**src/hdl/sim_cfg.svh**
```systemverilog
// register map, field positions and reset values of the irq/modulator block
`ifndef SIM_CFG_SVH
`define SIM_CFG_SVH
`define SIM_ADDR_INT_CTRL   8'h89
`define SIM_ADDR_LOW_HI     8'h8a
`define SIM_ADDR_LOW_LO     8'h8b
`define SIM_ADDR_HIGH_HI    8'h8c
`define SIM_ADDR_HIGH_LO    8'h8d
`define SIM_ADDR_FLAGS      8'h8e
`define SIM_ADDR_MOD_TIMING 8'h8f
`define SIM_ADDR_RSVD_IR    8'h90
`define SIM_MOD_TIMING_RST  8'h01
`define SIM_INT_CTRL_RST    8'h00
`define SIM_FLG_OVER        0
`define SIM_FLG_UNDER       1
`define SIM_FLG_ALS         2
`define SIM_FLG_PROX        3
`define SIM_CTL_SRC_SEL     0
`define SIM_CTL_LIM_EN      1
`define SIM_CTL_ALS_EN      2
`define SIM_CTL_PROX_EN     3
`define SIM_CTL_PERS_LSB    5
`define SIM_FLAG_MASK       8'h0f
`define SIM_PHASE_W         8
`endif

```
**src/hdl/sim_pkg.sv**
```systemverilog
// types of the irq status and modulator timing block
package sim_pkg;
	typedef struct packed {
		logic [2:0] mod_delay;
		logic [1:0] prox_freq;
		logic [2:0] dead_time;
	} sim_mod_timing_t;

	typedef struct packed {
		logic       wr;
		logic [7:0] addr;
		logic [7:0] data;
	} sim_reg_wr_t;

	typedef struct packed {
		logic        prox_ready;
		logic        als_ready;
		logic [15:0] prox_value;
		logic [15:0] als_value;
	} sim_meas_t;
endpackage : sim_pkg

```
**src/hdl/sim_irq_mod.sv**
```systemverilog
// irq status flags, limit check and emitter modulation timing
//
// Overview of operation
// - event_flags at 8Eh report proximity and light ready events.
// - event_flags also report over-limit and under-limit conditions.
// - under_limit_flag sets when selected result drops below low limit.
// - over_limit_flag sets when selected result rises above high limit.
// - flags hold until host writes one; writing zero changes nothing.
// - irq_n output is low while any flag is set.
// - timing register 8Fh: delay 7:5, frequency 4:3, dead time 2:0.
// - delay field shifts evaluation after emitter pulse; resets to 0.
// - delay compensates emitter and photodiode propagation.
// - limit events gated by limit_irq_enable; ready events by own enables.
// - limit_source_select 0 compares proximity, 1 compares ambient light.
// - limit event needs 1,2,4..128 consecutive results beyond limit.
// - limits are 16-bit, high byte at lower address.
`timescale 1ns/10ps
`include "sim_cfg.svh"
module sim_irq_mod #(
	parameter int PHASE_W = `SIM_PHASE_W
) (
	input  wire logic              clock_i,
	input  wire logic              sys_rst_i,
	input  wire sim_pkg::sim_reg_wr_t reg_wr_i,
	input  wire logic [7:0]        rd_addr_i,
	input  wire sim_pkg::sim_meas_t meas_i,
	output logic [7:0]             rd_data_o,
	output logic                   irq_n_o,
	output logic                   emitter_o,
	output logic                   eval_window_o
);
	// register state
	sim_pkg::sim_mod_timing_t timing_q, timing_d;
	logic [7:0]  ctrl_q, ctrl_d;
	logic [15:0] low_lim_q, low_lim_d;
	logic [15:0] high_lim_q, high_lim_d;
	logic [3:0]  flags_q, flags_d;
	logic [7:0]  over_run_q, over_run_d;
	logic [7:0]  under_run_q, under_run_d;
	logic [7:0]  rd_data_q, rd_data_d;
	logic        irq_n_q, irq_n_d;
	// modulator state
	logic [PHASE_W-1:0] phase_q, phase_d;
	logic [PHASE_W-1:0] half_per;
	logic               emit_q, emit_d;
	logic               win_q, win_d;
	logic               wr_flags;
	logic               sel_ready;
	logic [15:0]        sel_value;
	logic [7:0]         pers_need;
	logic               over_hit, under_hit;
	logic [3:0]         events;

	assign wr_flags = reg_wr_i.wr && reg_wr_i.addr == `SIM_ADDR_FLAGS;

	always_comb begin
		// limit comparison source
		sel_ready = ctrl_q[`SIM_CTL_SRC_SEL] ? meas_i.als_ready
			: meas_i.prox_ready;
		sel_value = ctrl_q[`SIM_CTL_SRC_SEL] ? meas_i.als_value
			: meas_i.prox_value;
		pers_need = 8'h01 << ctrl_q[`SIM_CTL_PERS_LSB +: 3];
		over_run_d  = over_run_q;
		under_run_d = under_run_q;
		over_hit    = 1'b0;
		under_hit   = 1'b0;
		if (sel_ready) begin
			// runs saturate so a long excursion fires only once
			if (sel_value > high_lim_q) begin
				if (over_run_q != 8'hff)
					over_run_d = over_run_q + 8'h01;
				over_hit = (over_run_q + 8'h01) == pers_need;
			end else begin
				over_run_d = 8'h00;
			end
			if (sel_value < low_lim_q) begin
				if (under_run_q != 8'hff)
					under_run_d = under_run_q + 8'h01;
				under_hit = (under_run_q + 8'h01) == pers_need;
			end else begin
				under_run_d = 8'h00;
			end
		end
		events = 4'h0;
		events[`SIM_FLG_OVER]  = over_hit && ctrl_q[`SIM_CTL_LIM_EN];
		events[`SIM_FLG_UNDER] = under_hit && ctrl_q[`SIM_CTL_LIM_EN];
		events[`SIM_FLG_ALS]   = meas_i.als_ready
			&& ctrl_q[`SIM_CTL_ALS_EN];
		events[`SIM_FLG_PROX]  = meas_i.prox_ready
			&& ctrl_q[`SIM_CTL_PROX_EN];
		// set wins over write-one clear
		flags_d = flags_q;
		if (wr_flags)
			flags_d = flags_q & ~reg_wr_i.data[3:0];
		flags_d = flags_d | events;
		irq_n_d = ~|flags_d;
	end

	always_comb begin
		timing_d   = timing_q;
		ctrl_d     = ctrl_q;
		low_lim_d  = low_lim_q;
		high_lim_d = high_lim_q;
		if (reg_wr_i.wr) begin
			unique case (reg_wr_i.addr)
				`SIM_ADDR_MOD_TIMING: timing_d = reg_wr_i.data;
				`SIM_ADDR_INT_CTRL:   ctrl_d = reg_wr_i.data;
				`SIM_ADDR_LOW_HI:     low_lim_d[15:8] = reg_wr_i.data;
				`SIM_ADDR_LOW_LO:     low_lim_d[7:0] = reg_wr_i.data;
				`SIM_ADDR_HIGH_HI:    high_lim_d[15:8] = reg_wr_i.data;
				`SIM_ADDR_HIGH_LO:    high_lim_d[7:0] = reg_wr_i.data;
				default: ;
			endcase
		end
	end

	always_comb begin
		unique case (rd_addr_i)
			`SIM_ADDR_INT_CTRL:   rd_data_d = ctrl_q;
			`SIM_ADDR_LOW_HI:     rd_data_d = low_lim_q[15:8];
			`SIM_ADDR_LOW_LO:     rd_data_d = low_lim_q[7:0];
			`SIM_ADDR_HIGH_HI:    rd_data_d = high_lim_q[15:8];
			`SIM_ADDR_HIGH_LO:    rd_data_d = high_lim_q[7:0];
			`SIM_ADDR_FLAGS:      rd_data_d = {4'h0, flags_q};
			`SIM_ADDR_MOD_TIMING: rd_data_d = timing_q;
			// reserved ambient ir level is not modelled, reads zero
			default:              rd_data_d = 8'h00;
		endcase
	end

	// emitter square wave; half period doubles per frequency step
	assign half_per = PHASE_W'(16) << timing_q.prox_freq;

	always_comb begin
		if (phase_q >= half_per - PHASE_W'(1)) begin
			phase_d = '0;
			emit_d  = ~emit_q;
		end else begin
			phase_d = phase_q + PHASE_W'(1);
			emit_d  = emit_q;
		end
		// receive window trails emitter by delay, trimmed by dead time
		win_d = emit_q
			&& phase_q >= PHASE_W'(timing_q.mod_delay)
				+ PHASE_W'(timing_q.dead_time)
			&& phase_q < half_per - PHASE_W'(timing_q.dead_time);
	end

	always_ff @(posedge clock_i or posedge sys_rst_i) begin
		if (sys_rst_i) begin
			timing_q    <= `SIM_MOD_TIMING_RST;
			ctrl_q      <= `SIM_INT_CTRL_RST;
			low_lim_q   <= 16'h0000;
			high_lim_q  <= 16'h0000;
			flags_q     <= 4'h0;
			over_run_q  <= 8'h00;
			under_run_q <= 8'h00;
			rd_data_q   <= 8'h00;
			irq_n_q     <= 1'b1;
			phase_q     <= '0;
			emit_q      <= 1'b0;
			win_q       <= 1'b0;
		end else begin
			timing_q    <= timing_d;
			ctrl_q      <= ctrl_d;
			low_lim_q   <= low_lim_d;
			high_lim_q  <= high_lim_d;
			flags_q     <= flags_d;
			over_run_q  <= over_run_d;
			under_run_q <= under_run_d;
			rd_data_q   <= rd_data_d;
			irq_n_q     <= irq_n_d;
			phase_q     <= phase_d;
			emit_q      <= emit_d;
			win_q       <= win_d;
		end
	end

	assign rd_data_o     = rd_data_q;
	assign irq_n_o       = irq_n_q;
	assign emitter_o     = emit_q;
	assign eval_window_o = win_q;
endmodule : sim_irq_mod

```
**config.mk**
```make
export PLATFORM = sky130hd
export DESIGN_NAME = sim_irq_mod
export DESIGN_NICKNAME = d
export VERILOG_FILES = /design/src/hdl/sim_pkg.sv /design/src/hdl/sim_irq_mod.sv
export VERILOG_INCLUDE_DIRS = /design/src /design/src/hdl
export SDC_FILE = /design/constraint.sdc
export NUM_CORES = 1
export LEC_CHECK = 0
export ABC_CLOCK_PERIOD_IN_PS = 4350
export BUFFER_PORTS_ARGS = -buffer_cell sky130_fd_sc_hd__buf_2
export CORE_MARGIN = 4
export CORE_UTILIZATION = 24
export DETAILED_ROUTE_END_ITERATION = 16
export PLACE_DENSITY_LB_ADDON = 0.12
export SYNTH_ARGS = -nofsm -noshare
export SYNTH_HDL_FRONTEND = slang
export SYNTH_SLANG_ARGS = --single-unit
```
**constraint.sdc**
```tcl
create_clock -name clock_i -period 4.35 [get_ports clock_i]
set_input_delay 0.2175 -clock clock_i [delete_from_list [all_inputs] [get_ports clock_i]]
set_output_delay 0.2175 -clock clock_i [all_outputs]
set_load 0.01 [all_outputs]
```
==> results.md <==
* CTS clk-pin slew, worst paths at 0.07 ns
* Worst Clk Skew at just over 0.009 ns
* Die Span Y at about 160 um
* Antenna-violating nets left at 0
* Io pins at just over 70
* Most frequent cells in the layout: 85 x dfrtp_1, 71 x buf_2, 62 x nand2_1
* DR WL/cell at 17.3 um
* Detailed Route WL at about 17000 um
* Vias/cell at roughly 4.7
* Crit path required time at approximately 4.6 ns
* H-Tree Depth at 3
* Met3 GRT Util at 2.83%
* Avg Cell Area, Syn at between 9 and 10 um2
* CTS Buffer Depth at 2
* First-pass GRT wire length at 27300 um
* Combinational share of power at between 20% and 30%
* Post-placement cell area at about 6500 um2
* Min cycle time layout at between 3 and 4 ns
* GR peak layer: met2
* Root buf cell: clkbuf_16
* DR iter-0 viols at around 250
* Layout area overhead at 18.7%
* VDD IR-drop max at about 190 uV
* Async S/R FF share, synth at 100%
* Pint at 1.77 mW
* PostCTS Resize Cnt at 0
* Synth warn at 0
* Die Span X at 163 um
* # hold bufs at CTS at 0
* Syn Inst Count at about 600
* RSZ-0062 raised after global routing: false
* Synthesized flop and latch total at 87
* Final GP Congestion at between 0.8 and 0.9
* Max frequency at roughly 280 MHz
* Nets at between 700 and 800
* Crit Path Class: flip-flop to flip-flop
* Setup repair bufs after CTS at 0
* Arr. time, crit path at ~3.8 ns
* Met2 Use GR at a little over a fifth
* IO Port Bufs at 71
* Sequential area share after synthesis at roughly two fifths
* Unique masters post-synth at about 50
* Pleak at ~3.2 nW
* Initial antenna violation count at 0
* Syn Std Cell Area at approximately 5700 um2
* Slew Viols, Final at 0
* Post-route setup TNS at 0 ns
* Final hold violation count at 0
* Post-Syn Nets at 712
* Final Setup Violations at 0
* Post-synth top flop: dfrtp_1
* CP startpoint kind: flip-flop
* Cell area after layout at about 6800 um2
* HPWL Detailed at roughly 13000 um
* Commonest non-fill, non-tap cell in the layout: dfrtp_1
* Vias in the first global route at around 4800
* Pwr dens at around 390 nW/um2
* Largest net degree at the start of global routing at 56
* Initial Utilization at roughly a quarter
* Max Cap Viol at 0
* CORE AREA at 23500 um2
* Die Area at about 26000 um2
* Status: complete, no violations
* Seq pwr share at 40.5%
* # diodes at 0
* DRC viols at 0
* Post-route clock period utilization at slightly above 80%
* CTS Buf Count at 9
* TritonCTS Sinks at between 80 and 90
* Max Fanout on Critical Path at 20
* Remaining global-route overflow at 0
* Tightest Hold Check Type: input pin to asynchronous set/reset pin
* Number of enable flip-flop cells after synthesis at 0
* Slew margin rel. at between 15 and 20%
* Total GRT Usage at 13.2%
* Crit end category: flip-flop
* Clock Latency Late Sink at around 0.35 ns
* Clock share of power at between 30% and 40%
* Num rows at between 50 and 60
* Switching Fraction at 32.9%
* Sw Pwr at roughly 870 uW
* Total vias in the final route at between 4000 and 5000
* # fillers at 2501
* Met1 usage at between 10% and 20%
* Total chip power at between 2 and 3 mW
* Ratio of cells with drive above 1 in the final layout at between 20% and 30%
* CTS tree: built
* Slew @ Worst Pin at 1.23 ns
* DR pass1 iterations at 5
area by class of cell:
cell class	count	area, um2	area share (%)
clock buffers	10	239	3.52
clock inverters	6	92.6	1.36
inverters	49	185	2.72
multi-input cells	446	3310	48.7
flip-flops and latches	87	2180	32.1
well taps	319	399	5.87
repair buffers	76	393	5.78
synthesized netlist by cell type, types with 2 or more instances:
cell type  count  area [um2]
inv_1         49         184
nor4b_1        5        43.8
mux2i_1        8        80.1
a222oi_1      11         110
nand3_2        2        20.0
a2111oi_0      3        26.3
nor3_1        14        70.1
nor2_1        35         131
o22ai_1        3        18.8
a31oi_1        3        18.8
a21o_1        11        82.6
dfstp_2        2        52.6
clkbuf_1      15        56.3
nand2b_1       7        43.8
nand3_1       17        85.1
a221oi_1       4        35.0
xor2_1         9        78.8
nand2_1       62         233
nor2b_1        4        25.0
or3_1          3        18.8
a22o_1         6        52.6
o21ai_0       32         160
o211ai_1       3        22.5
xnor2_1       11        96.3
o31ai_1        8        60.1
nand4_1       11        68.8
dfrtp_1       85        2130
a22oi_1        2        15.0
ha_1          53         663
a21oi_1       32         160
nand4b_1       2        17.5
mux2_2        52         586
a31o_2         3        26.3
nor4_1         2        12.5
a311o_1        2        20.0
o221ai_1       2        17.5
nand3b_1       3        22.5
and3_1        10        62.6
critical path, cell delays in order, from the launching register on:
cell and delay, ns:
dfrtp_1 0.97, mux2_2 0.44, ha_1 0.32, nand4_1 0.20, nor2_1 0.07, a221oi_1 0.26
nor3b_1 0.50, nor2_1 0.26, a21o_1 0.24, a22o_1 0.18
stage by stage:
stage                     util [%]  setup slack (ns)  instances  hold WS, ns
final                         29.0             0.769        993       0.0718
after global routing          29.0             0.490        993        0.176
after CTS                     29.0             0.699        993        0.127
after detailed placement      27.5             0.723        977        0.486
after global placement        27.5             0.887        977        0.487
after floorplan                  -              1.20        597        0.334
flip-flops by register name, summed over array words and instances (netlist names):
name           cells
ctrl_q             8
emitter_o          1
eval_window_o      1
flags_q            4
high_lim_q        16
irq_n_o            1
low_lim_q         16
over_run_q         8
phase_q            8
rd_data_o          8
timing_q           8
under_run_q        8
metal layers:
metal  vias to the layer above  part of all wire [%]
li1                       2324                     -
met1                      2239                    48
met2                        88                    47
met3                        12                   4.4
met4                         0                   1.0
met5                         -                     0
path summary, 6_finish.rpt:
path,startpoint,to,slack (ns),depth (start not counted)
setup / recovery,ctrl_q[0]$_DFFE_PP0P_,over_run_q[4]$_DFFE_PP0P_,0.77,9
hold / removal,sys_rst_i,phase_q[3]$_DFF_PP0_,0.07,2
setup reg to reg,ctrl_q[0]$_DFFE_PP0P_,over_run_q[4]$_DFFE_PP0P_,0.77,9
hold reg to reg,emitter_o$_DFFE_PP0N_,emitter_o$_DFFE_PP0N_,0.49,1
max in group asynchronous,sys_rst_i,timing_q[0]$_DFFE_PP1P_,3.26,3
min in group clock_i,reg_wr_i[7],low_lim_q[7]$_DFFE_PP0P_,0.17,3
power by group through the flow:
stage / clock network, mW / registers, mW / logic, mW
global route: 0.946 / 1.10 / 0.792
global placement: 0 / 1.09 / 0.683
finish: 0.882 / 1.07 / 0.689
floorplan: 0 / 1.04 / 0.519
detailed placement: 0 / 1.09 / 0.690
CTS: 0.908 / 1.07 / 0.697
cell families (layout without fill, tap and decap cells):
kind of cell | Yosys count | count (layout) | synth area share [%]
AO/OA/AOI/OAI | 131 | 131 | 15.6
multiplexers | 60 | 60 | 11.6
XOR/XNOR | 20 | 20 | 3.06
flip-flops | 87 | 87 | 38.0
AND/OR/NAND/NOR | 181 | 181 | 15.6
adder cells (fa/ha/maj) | 54 | 54 | 11.9
buffers and inverters | 64 | 141 | 4.19
Note: power is estimated with default switching activity, not from simulation.
